File: config.mk
export PLATFORM = sky130hd
export DESIGN_NAME = ppr_top
export DESIGN_NICKNAME = d
export VERILOG_FILES = /design/src/inc/ppr_pkg.sv /design/src/inc/ppr_lim_if.sv /design/src/core/ppr_limit.sv /design/src/core/ppr_fbscale.sv /design/src/core/ppr_top.sv
export SDC_FILE = /design/constraint.sdc
export NUM_CORES = 2
export LEC_CHECK = 0
export ABC_AREA = 1
export BUFFER_PORTS_ARGS = -buffer_cell sky130_fd_sc_hd__buf_2
export CAP_MARGIN = 30
export CELL_PAD_IN_SITES_DETAIL_PLACEMENT = 1
export CELL_PAD_IN_SITES_GLOBAL_PLACEMENT = 2
export CORE_MARGIN = 5
export CORE_UTILIZATION = 36
export CTS_CLUSTER_DIAMETER = 60
export CTS_CLUSTER_SIZE = 30
export DETAILED_ROUTE_END_ITERATION = 10
export GPL_TIMING_DRIVEN = 1
export PLACE_DENSITY_LB_ADDON = 0.1
export SLEW_MARGIN = 20
export SYNTH_ARGS = -nofsm -noshare
export SYNTH_HDL_FRONTEND = slang
export SYNTH_SLANG_ARGS = --single-unit
export TNS_END_PERCENT = 10
File: constraint.sdc
create_clock -name clk_sys_i -period 13.2 [get_ports clk_sys_i]
set_input_delay 2.64 -clock clk_sys_i [delete_from_list [all_inputs] [get_ports clk_sys_i]]
set_output_delay 2.64 -clock clk_sys_i [all_outputs]
set_load 0.01 [all_outputs]
File: src/inc/ppr_pkg.sv
// package of the process regulator: map, fields, reset values, timing
// =====================================================================
// Summary of operation
// - enabling the regulator forces feedback select, input functions, forward only and jog off.
// - with the manual/auto function assigned, a low input means manual and a high one automatic.
// - action 0 is direct (speed up raises the process value), action 1 is reverse.
// - the process value always comes from the analog input named by the feedback selector.
// - the setpoint comes from the keypad percentage or from the first analog input.
// - in automatic the speed follows a PID law on setpoint minus process value, or on process value minus setpoint with action 1.
// - the measured process value is readable as a percentage.
// - the feedback input gets a programmable gain and offset before use.
// - the displayed process value uses a scale factor, decimal point and three unit characters.
// - the four readouts are setpoint, process value, motor speed and displayed value, in that order.
// - the regulator speed demand stays within the minimum and maximum speed limits.
// - going manual to automatic with autocopy on and the keypad as setpoint source loads the keypad setpoint with the process value.
package ppr_pkg;
  // =====================================================================
  // timing
  localparam int CLK_MHZ = 250;
  localparam int PID_PERIOD_US = 1000;
  localparam int PID_PERIOD_CYC = PID_PERIOD_US * CLK_MHZ;
  localparam int GAIN_FRAC = 10;
  // =====================================================================
  // register offsets
  localparam logic [7:0] ADR_CTRL = 8'h00;
  localparam logic [7:0] ADR_SETPOINT = 8'h04;
  localparam logic [7:0] ADR_FB_GAIN = 8'h08;
  localparam logic [7:0] ADR_FB_OFFSET = 8'h0C;
  localparam logic [7:0] ADR_KP = 8'h10;
  localparam logic [7:0] ADR_KI = 8'h14;
  localparam logic [7:0] ADR_KD = 8'h18;
  localparam logic [7:0] ADR_SPD_MIN = 8'h1C;
  localparam logic [7:0] ADR_SPD_MAX = 8'h20;
  localparam logic [7:0] ADR_DISP_SCALE = 8'h24;
  localparam logic [7:0] ADR_DISP_FMT = 8'h28;
  localparam logic [7:0] ADR_IO_CFG = 8'h2C;
  localparam logic [7:0] ADR_SP_READ = 8'h30;
  localparam logic [7:0] ADR_PV_READ = 8'h34;
  localparam logic [7:0] ADR_SPD_READ = 8'h38;
  localparam logic [7:0] ADR_DISP_READ = 8'h3C;
  localparam logic [7:0] ADR_STATUS = 8'h40;
  // =====================================================================
  // field positions
  localparam int CTRL_EN = 0;
  localparam int CTRL_REV = 1;
  localparam int CTRL_COPY = 2;
  localparam int CTRL_SPSRC = 3;
  localparam int CTRL_FBSEL = 4;
  localparam int IO_FN3 = 8;
  localparam int IO_FWD = 16;
  localparam int IO_JOG = 17;
  localparam int FMT_UNIT = 8;
  // =====================================================================
  // reset and forced values
  localparam logic [1:0] FBSEL_RST = 2'h1;
  localparam logic [15:0] GAIN_RST = 16'h0400;
  localparam logic [15:0] KP_RST = 16'h0400;
  localparam logic [15:0] KI_RST = 16'h0400;
  localparam logic [15:0] SPD_MAX_RST = 16'h0708;
  localparam logic [15:0] SCALE_RST = 16'h03E8;
  localparam logic [1:0] DP_RST = 2'h1;
  localparam logic [7:0] FN2_PROCESS = 8'h03;
  localparam logic [7:0] FN3_MANAUTO = 8'h16;
  localparam logic [25:0] PCT_FULL = 26'h00003E8;
  typedef enum logic [2:0] {ST_OFF = 3'b001, ST_MANUAL = 3'b010, ST_AUTO = 3'b100} ppr_state_e;
  // converter code to tenths of a percent
  function automatic logic [9:0] ppr_pct(input logic [11:0] raw);
    ppr_pct = 10'((22'(raw) * 22'(PCT_FULL)) >> 12);
  endfunction
endpackage

File: src/inc/ppr_lim_if.sv
// interface between a limiter and its user
`timescale 1ns/100ps
interface ppr_lim_if;
  logic signed [31:0] value;
  logic [15:0] lo;
  logic [15:0] hi;
  logic [15:0] result;
  logic at_hi;
  logic at_lo;
  modport calc (input value, lo, hi, output result, at_hi, at_lo);
  modport user (output value, lo, hi, input result, at_hi, at_lo);
endinterface

File: src/core/ppr_limit.sv
// limiter of a speed demand to a programmable band
`timescale 1ns/100ps
module ppr_limit (
  ppr_lim_if.calc lim
);
  // =====================================================================
  // clamp; if software sets min above max, a value at or above max gives max and any lower value gives min
  always_comb begin
    lim.at_hi = lim.value >= $signed({16'h0000, lim.hi});
    lim.at_lo = lim.value <= $signed({16'h0000, lim.lo});
    if (lim.at_hi) begin
      lim.result = lim.hi;
    end else if (lim.at_lo) begin
      lim.result = lim.lo;
    end else begin
      lim.result = lim.value[15:0];
    end
  end
endmodule // ppr_limit

File: src/core/ppr_fbscale.sv
// feedback conditioning: percent, gain, offset, clamp to 0..100.0 %
`timescale 1ns/100ps
module ppr_fbscale (
  input wire logic [11:0] raw_i,
  input wire logic [15:0] gain_i,
  input wire logic [15:0] offset_i,
  output logic [9:0] pct_o
);
  import ppr_pkg::*;
  logic signed [31:0] v;
  // =====================================================================
  // gain has ten fraction bits; offset is signed tenths of a percent
  always_comb begin
    v = $signed(32'({6'h00, ppr_pct(raw_i)} * {10'h000, gain_i}) >> GAIN_FRAC);
    v = v + 32'($signed(offset_i));
    if (v < 0) begin
      pct_o = 10'h000;
    end else if (v > $signed(32'(PCT_FULL))) begin
      pct_o = PCT_FULL[9:0];
    end else begin
      pct_o = v[9:0];
    end
  end
endmodule // ppr_fbscale

File: src/core/ppr_top.sv
// process regulator top: wishbone registers, feedback path and pid loop
//
// Added by the designer: the register offsets and register access over Wishbone.
`timescale 1ns/100ps
module ppr_top #(
  parameter int PID_PERIOD = ppr_pkg::PID_PERIOD_CYC
) (
  input wire logic clk_sys_i,
  input wire logic reset_n_i,
  input wire logic wb_cyc_i,
  input wire logic wb_stb_i,
  input wire logic wb_we_i,
  input wire logic [7:0] wb_adr_i,
  input wire logic [3:0] wb_sel_i,
  input wire logic [31:0] wb_dat_i,
  output logic [31:0] wb_dat_o,
  output logic wb_ack_o,
  input wire logic [3:0][11:0] analog_in_i,
  input wire logic manual_auto_input_i,
  input wire logic [15:0] manual_speed_ref_i,
  output logic [15:0] speed_ref_o,
  output logic auto_mode_o,
  output logic forward_only_o,
  output logic jog_enable_o
);
  import ppr_pkg::*;

  // =====================================================================
  // reset release through two flops
  logic [1:0] rst_q_r;
  logic rst_n;
  always_ff @(posedge clk_sys_i or negedge reset_n_i) begin
    if (!reset_n_i) begin
      rst_q_r <= 2'h0;
    end else begin
      rst_q_r <= {rst_q_r[0], 1'b1};
    end
  end
  assign rst_n = rst_q_r[1];

  // =====================================================================
  // pin synchronisers; only the second stage is read
  logic [3:0][11:0] ain1_r, ain2_r, ain1_nxt, ain2_nxt;
  logic mai1_r, mai2_r, mai1_nxt, mai2_nxt;
  always_comb begin
    ain1_nxt = analog_in_i;
    ain2_nxt = ain1_r;
    mai1_nxt = manual_auto_input_i;
    mai2_nxt = mai1_r;
  end
  always_ff @(posedge clk_sys_i or negedge rst_n) begin
    if (!rst_n) begin
      ain1_r <= '0;
      ain2_r <= '0;
      mai1_r <= 1'b0;
      mai2_r <= 1'b0;
    end else begin
      ain1_r <= ain1_nxt;
      ain2_r <= ain2_nxt;
      mai1_r <= mai1_nxt;
      mai2_r <= mai2_nxt;
    end
  end

  // =====================================================================
  // register state
  logic en_r, rev_r, copy_r, spsrc_r, fwd_r, jog_r, ack_r;
  logic en_nxt, rev_nxt, copy_nxt, spsrc_nxt, fwd_nxt, jog_nxt, ack_nxt;
  logic [1:0] fbsel_r, fbsel_nxt, dp_r, dp_nxt;
  logic [9:0] spk_r, spk_nxt;
  logic [15:0] gain_r, gain_nxt, offs_r, offs_nxt, kp_r, kp_nxt, ki_r, ki_nxt, kd_r, kd_nxt;
  logic [15:0] min_r, min_nxt, max_r, max_nxt, scale_r, scale_nxt;
  logic [23:0] unit_r, unit_nxt;
  logic [7:0] fn2_r, fn2_nxt, fn3_r, fn3_nxt;
  logic [31:0] rdat_r, rdat_nxt, wv, rv;
  logic req, wr;
  // loop state, declared here for the read mux
  ppr_state_e st_r, st_nxt;
  logic [9:0] pv_r, pv_nxt, sp_r, sp_nxt, pv_now;
  logic [15:0] spd_r, spd_nxt, disp_r, disp_nxt;
  logic to_auto;

  // merge the written lanes into the current register word
  function automatic logic [31:0] merge(input logic [31:0] cur, input logic [31:0] d, input logic [3:0] s);
    for (int b = 0; b < 4; b++) begin
      merge[8*b +: 8] = s[b] ? d[8*b +: 8] : cur[8*b +: 8];
    end
  endfunction

  // =====================================================================
  // wishbone slave: ack one cycle after the strobe, then drop for a cycle
  always_comb begin
    req = wb_cyc_i && wb_stb_i && !ack_r;
    wr = req && wb_we_i;
    ack_nxt = req;
    {en_nxt, rev_nxt, copy_nxt, spsrc_nxt, fbsel_nxt} = {en_r, rev_r, copy_r, spsrc_r, fbsel_r};
    {spk_nxt, gain_nxt, offs_nxt, kp_nxt, ki_nxt, kd_nxt} = {spk_r, gain_r, offs_r, kp_r, ki_r, kd_r};
    {min_nxt, max_nxt, scale_nxt, dp_nxt, unit_nxt} = {min_r, max_r, scale_r, dp_r, unit_r};
    {fn2_nxt, fn3_nxt, fwd_nxt, jog_nxt} = {fn2_r, fn3_r, fwd_r, jog_r};
    case (wb_adr_i)
      ADR_CTRL: rv = 32'({fbsel_r, spsrc_r, copy_r, rev_r, en_r});
      ADR_SETPOINT: rv = 32'(spk_r);
      ADR_FB_GAIN: rv = 32'(gain_r);
      ADR_FB_OFFSET: rv = 32'(offs_r);
      ADR_KP: rv = 32'(kp_r);
      ADR_KI: rv = 32'(ki_r);
      ADR_KD: rv = 32'(kd_r);
      ADR_SPD_MIN: rv = 32'(min_r);
      ADR_SPD_MAX: rv = 32'(max_r);
      ADR_DISP_SCALE: rv = 32'(scale_r);
      ADR_DISP_FMT: rv = {unit_r, 6'h00, dp_r};
      ADR_IO_CFG: rv = 32'({jog_r, fwd_r, fn3_r, fn2_r});
      ADR_SP_READ: rv = 32'(sp_r);
      ADR_PV_READ: rv = 32'(pv_r);
      ADR_SPD_READ: rv = 32'(spd_r);
      ADR_DISP_READ: rv = 32'(disp_r);
      ADR_STATUS: rv = 32'(st_r);
      default: rv = 32'h0000_0000;
    endcase
    rdat_nxt = req ? rv : 32'h0000_0000;
    wv = merge(rv, wb_dat_i, wb_sel_i);
    if (wr) begin
      case (wb_adr_i)
        ADR_CTRL: begin
          {fbsel_nxt, spsrc_nxt, copy_nxt, rev_nxt, en_nxt} = wv[CTRL_FBSEL+1:CTRL_EN];
        end
        ADR_SETPOINT: spk_nxt = (wv[15:0] > 16'(PCT_FULL)) ? PCT_FULL[9:0] : wv[9:0];
        ADR_FB_GAIN: gain_nxt = wv[15:0];
        ADR_FB_OFFSET: offs_nxt = wv[15:0];
        ADR_KP: kp_nxt = wv[15:0];
        ADR_KI: ki_nxt = wv[15:0];
        ADR_KD: kd_nxt = wv[15:0];
        ADR_SPD_MIN: min_nxt = wv[15:0];
        ADR_SPD_MAX: max_nxt = wv[15:0];
        ADR_DISP_SCALE: scale_nxt = wv[15:0];
        ADR_DISP_FMT: {unit_nxt, dp_nxt} = {wv[31:FMT_UNIT], wv[1:0]};
        ADR_IO_CFG: {jog_nxt, fwd_nxt, fn3_nxt, fn2_nxt} = wv[IO_JOG:0];
        default: ;
      endcase
    end
    // switching the function on rewrites the dependent settings
    if (en_nxt && !en_r) begin
      fbsel_nxt = FBSEL_RST;
      fn2_nxt = FN2_PROCESS;
      fn3_nxt = FN3_MANAUTO;
      fwd_nxt = 1'b1;
      jog_nxt = 1'b0;
    end
    // bumpless transfer wins over a keypad write in the same cycle
    if (to_auto && copy_r && !spsrc_r) begin
      spk_nxt = pv_now;
    end
  end
  always_ff @(posedge clk_sys_i or negedge rst_n) begin
    if (!rst_n) begin
      {en_r, rev_r, copy_r, spsrc_r, ack_r, jog_r, fwd_r} <= 7'h00;
      {fbsel_r, dp_r, spk_r, rdat_r} <= {FBSEL_RST, DP_RST, 10'h000, 32'h0000_0000};
      {gain_r, offs_r, kp_r, ki_r, kd_r} <= {GAIN_RST, 16'h0000, KP_RST, KI_RST, 16'h0000};
      {min_r, max_r, scale_r, unit_r} <= {16'h0000, SPD_MAX_RST, SCALE_RST, 24'h000000};
      {fn2_r, fn3_r} <= 16'h0000;
    end else begin
      {en_r, rev_r, copy_r, spsrc_r, ack_r, jog_r, fwd_r} <=
        {en_nxt, rev_nxt, copy_nxt, spsrc_nxt, ack_nxt, jog_nxt, fwd_nxt};
      {fbsel_r, dp_r, spk_r, rdat_r} <= {fbsel_nxt, dp_nxt, spk_nxt, rdat_nxt};
      {gain_r, offs_r, kp_r, ki_r, kd_r} <= {gain_nxt, offs_nxt, kp_nxt, ki_nxt, kd_nxt};
      {min_r, max_r, scale_r, unit_r} <= {min_nxt, max_nxt, scale_nxt, unit_nxt};
      {fn2_r, fn3_r} <= {fn2_nxt, fn3_nxt};
    end
  end

  // =====================================================================
  // feedback and setpoint paths
  ppr_fbscale u_fb (
    .raw_i(ain2_r[fbsel_r]),
    .gain_i(gain_r),
    .offset_i(offs_r),
    .pct_o(pv_now)
  );
  ppr_lim_if pid_lim ();
  ppr_lim_if man_lim ();
  ppr_limit u_pid_lim (.lim(pid_lim));
  ppr_limit u_man_lim (.lim(man_lim));

  // =====================================================================
  // regulator loop; the integrator is only touched on update ticks and on the switch to automatic
  logic [19:0] cnt_r, cnt_nxt;
  logic signed [31:0] integ_r, integ_nxt;
  logic signed [11:0] err, err_q_r, err_q_nxt;
  logic hi_r, lo_r, hi_nxt, lo_nxt, tick, hold;
  logic [9:0] sp_now;
  always_comb begin
    tick = cnt_r == 20'(PID_PERIOD - 1);
    cnt_nxt = tick ? 20'h00000 : cnt_r + 20'h00001;
    sp_now = spsrc_r ? ppr_pct(ain2_r[0]) : spk_r;
    err = rev_r ? 12'(pv_now) - 12'(sp_now) : 12'(sp_now) - 12'(pv_now);
    st_nxt = st_r;
    case (st_r)
      ST_OFF: if (en_r) st_nxt = ST_MANUAL;
      ST_MANUAL: begin
        if (!en_r) begin
          st_nxt = ST_OFF;
        end else if (mai2_r && fn3_r == FN3_MANAUTO) begin
          st_nxt = ST_AUTO;
        end
      end
      ST_AUTO: begin
        if (!en_r) begin
          st_nxt = ST_OFF;
        end else if (!mai2_r || fn3_r != FN3_MANAUTO) begin
          st_nxt = ST_MANUAL;
        end
      end
      default: st_nxt = ST_OFF;
    endcase
    to_auto = st_r == ST_MANUAL && st_nxt == ST_AUTO;
    // p, i and d terms share ten fraction bits
    pid_lim.value = (32'($signed({1'b0, kp_r}) * err) + integ_r
                    + 32'($signed({1'b0, kd_r}) * (err - err_q_r))) >>> GAIN_FRAC;
    pid_lim.lo = min_r;
    pid_lim.hi = max_r;
    man_lim.value = $signed({16'h0000, manual_speed_ref_i});
    man_lim.lo = min_r;
    man_lim.hi = max_r;
    hold = (hi_r && err > 0) || (lo_r && err < 0);
    integ_nxt = integ_r;
    err_q_nxt = err_q_r;
    hi_nxt = hi_r;
    lo_nxt = lo_r;
    spd_nxt = spd_r;
    if (to_auto) begin
      integ_nxt = $signed({6'h00, spd_r, 10'h000}); // start from the running speed
      err_q_nxt = err;
    end else if (st_r == ST_AUTO) begin
      if (tick) begin
        spd_nxt = pid_lim.result;
        hi_nxt = pid_lim.at_hi;
        lo_nxt = pid_lim.at_lo;
        err_q_nxt = err;
        if (!hold) integ_nxt = integ_r + 32'($signed({1'b0, ki_r}) * err);
      end
    end else begin
      spd_nxt = man_lim.result;
      hi_nxt = 1'b0;
      lo_nxt = 1'b0;
    end
    pv_nxt = pv_now;
    sp_nxt = sp_now;
    disp_nxt = 16'((26'(pv_r) * 26'(scale_r)) / PCT_FULL);
  end
  always_ff @(posedge clk_sys_i or negedge rst_n) begin
    if (!rst_n) begin
      st_r <= ST_OFF;
      {cnt_r, integ_r, err_q_r, hi_r, lo_r} <= '0;
      {pv_r, sp_r, spd_r, disp_r} <= '0;
    end else begin
      st_r <= st_nxt;
      {cnt_r, integ_r, err_q_r, hi_r, lo_r} <= {cnt_nxt, integ_nxt, err_q_nxt, hi_nxt, lo_nxt};
      {pv_r, sp_r, spd_r, disp_r} <= {pv_nxt, sp_nxt, spd_nxt, disp_nxt};
    end
  end

  // outputs straight from flops
  assign wb_dat_o = rdat_r;
  assign wb_ack_o = ack_r;
  assign speed_ref_o = spd_r;
  assign auto_mode_o = st_r[2]; // one-hot auto bit, so no gate sits after the flop
  assign forward_only_o = fwd_r;
  assign jog_enable_o = jog_r;
endmodule // ppr_top

==> metrics.cfg <==
[finish]
fin_util_pct = 44.6
areaGrowthSynthToFinish_pct = 23.4
nFillCells = 19536
nets = 9646
final_cell_mix = nand2_1 (1581), inv_1 (1451), buf_4 (897)
fin_area_sq_um = 72400
drive_gt1_share_pct = 20.2
multiInputGateArea_sq_um = 42100
regArea_sq_um = 11100
layout_commonest_cell = nand2_1

[global_routing]
grt_usage_pct = 27.2
antenna_found_initial = 18
grt_max_degree = 153
grt_overflow_total = 0
grt_pass1_vias = 56586
grt_pass1_wl_um = 352000

[cts]
cts_buffers = 56
numClockSinks = 441
insertion_delay_ps = 750
hold_buffers = 0
htree_levels = 2
cts_tree = built
cts_buffer_depth = 3
clk_pin_slew_worst_paths_ps = 90
cts_root_buf = clkbuf_16

[power_and_ir_drop]
power.density_nw_per_um2 = 219
p_total_mw = 15.9
p_leak_nw = 38.9
ir_drop_v = 0.000338

[placed_design]
gp_congestion = 0.922
postPlaceCellArea_sq_um = 68500
port_buffers = 165
dp_hpwl_um = 194000

[critical_path]
required_ps = 13740
slowest_stage = dfstp_2
rrSetupSlack_ps = -10750
worstPathArrival_ps = 24490
endpoint_kind = flop
r2r_cells = 134
r2r-start = fbsel_r[0]
r2r_end = speed_ref_o[0]
path_max_fanout = 9
max_stage_delay_ps = 620
crit_path_start_kind = flop
crit_type = flop to flop

[drt]
routed_wl_um = 233000
vias = 52098
detail_route.iter0.violations = 2566
via_per_inst = 5.03
drcViolationCount = 0
firstDrtPassIters = 7
antenna_left = 0
routedWlPerCell_um = 22.5

[logic_synthesis]
ys_seq_area_share_pct = 18.8
synth-edff-count = 0
ys.flop_type = dfrtp_1
synth_cells = 7188
synth_area_per_cell_sq_um = 8.16
ys_types = 65
ys_async_sr_fraction_pct = 100
syn_area_sq_um = 58700
ys_warn_count = 0
syn_nets = 8713
ys_ff_latch = 441

[sta]
hold_viol_final = 0
slew_viol_final = 0
rsz0062_at_grt = yes
setup_viol = 63
final.period_utilization_pct = 181
min_period_ps = 23950
fmax_mhz = 41.7
worstMarginPinSlew_ps = 1100
setup_slack_ps = -10750
hold_slack_ps = 292
skew_ps = 78.9
slew_headroom_pct = 24.6

[run_status]
violations = setup timing
status = finished with violations

[die]
die_x_um = 414
pin_count = 166
core_area_sq_um = 162000
die_h_um = 414
dieArea_sq_um = 171000
rows = 148
start_util_pct = 36.1

[worst_hold_path]
min_path_type = flop to asynchronous set/reset pin

[flow_run]
maxCapViolCount = 0

per-layer routing:
metal / vias to the layer above / track usage (%) / routed length (um)
li1: 23985 / - / -
met1: 26735 / 35.2 / 99700
met2: 1026 / 47.1 / 113000
met3: 348 / 3.52 / 10500
met4: 4 / 9.28 / 9560
met5: - / 0 / 27
worst max-delay path, delay by kind of cell (launching register included):
family	cells	cell delay, ps
adder cells (fa/ha/maj)	23	10100
AO/OA/AOI/OAI	36	5180
buffers and inverters	38	3830
AND/OR/NAND/NOR	32	3160
XOR/XNOR	5	870
flip-flops	1	620
how the worst max path moves through the flow:
stage	from	to	slack [ps]	cells after the start
5_1_grt	fbsel_r[0]	speed_ref_o[0]	-12190	148
3_5_place_dp	fbsel_r[0]	speed_ref_o[11]	-11630	145
6_report	fbsel_r[0]	speed_ref_o[0]	-10750	134
2_1_floorplan	fbsel_r[0]	speed_ref_o[14]	-10330	152
4_1_cts	fbsel_r[0]	speed_ref_o[11]	-10880	149
3_3_place_gp	fbsel_r[0]	speed_ref_o[2]	-11050	145
through the flow:
| step | setup TNS, ps | std cells | setup WS (ps) |
|---|---|---|---|
| floorplan | -351270 | 7188 | -10330 |
| global placement | -402290 | 10178 | -11050 |
| detailed placement | -431850 | 10182 | -11630 |
| CTS | -392790 | 10311 | -10880 |
| global route | -477690 | 10343 | -12190 |
| finish | -389280 | 10355 | -10750 |
kinds of logic (layout without fill, tap and decap cells):
logic type	count (synthesis)	in the layout	synth area share [%]
adder cells (fa/ha/maj)	1411	1411	40.8
other	1	13	0.00639
buffers and inverters	1780	2760	11.4
XOR/XNOR	132	132	1.97
AO/OA/AOI/OAI	853	853	8.59
multiplexers	21	21	0.386
flip-flops	441	441	18.8
AND/OR/NAND/NOR	2549	2549	18.0
flip-flops by register name, summed over array words and instances, names as in the netlist, 20 cells and up:
signal	flops
cnt_r	20
wb_dat_o	32
ain1_r	48
integ_r	32
ain2_r	48
unit_r	24
timing repair:
action / 4_1_cts / 5_1_grt
cloned: 2 / 2
gates resized for setup: 132 / 185
endpoints found under the setup margin: 73 / 86
setup buffers: 22 / 28
pin swaps: 90 / 101
power by group:
group / internal (mW) / switching, mW / total [mW]
clock network: 0.922 / 0.901 / 1.82
logic: 5.62 / 6.98 / 12.6
registers: 1.39 / 0.0653 / 1.46
synthesized netlist by cell type, drive strengths merged (20+ instances only):
library cell	instances	area (sq um)
a211oi	28	210
a21oi	187	936
a221oi	37	324
a31oi	20	125
buf	28	113
clkbuf	219	822
dfrtp	425	10600
fa	840	16800
ha	571	7140
inv	1518	5700
nand2	1674	6490
nand3	188	1080
nand4	39	256
nor2	541	2100
nor3	55	275
o211ai	26	195
o21ai	380	1910
o21bai	22	188
o22ai	64	400
xnor2	45	394
xor2	87	762
layout make-up:
type | count | share of cell area [%]
Clock buffer | 57 | 1.94
Multi-Input combinational cell | 4967 | 58.2
Sequential cell | 441 | 15.3
Inverter | 1533 | 7.97
Timing Repair Buffer | 1122 | 11.7
Antenna cell | 12 | 0.0415
Clock inverter | 48 | 1.14
Tap cell | 2175 | 3.76
Power figures use the tool's default switching activity.
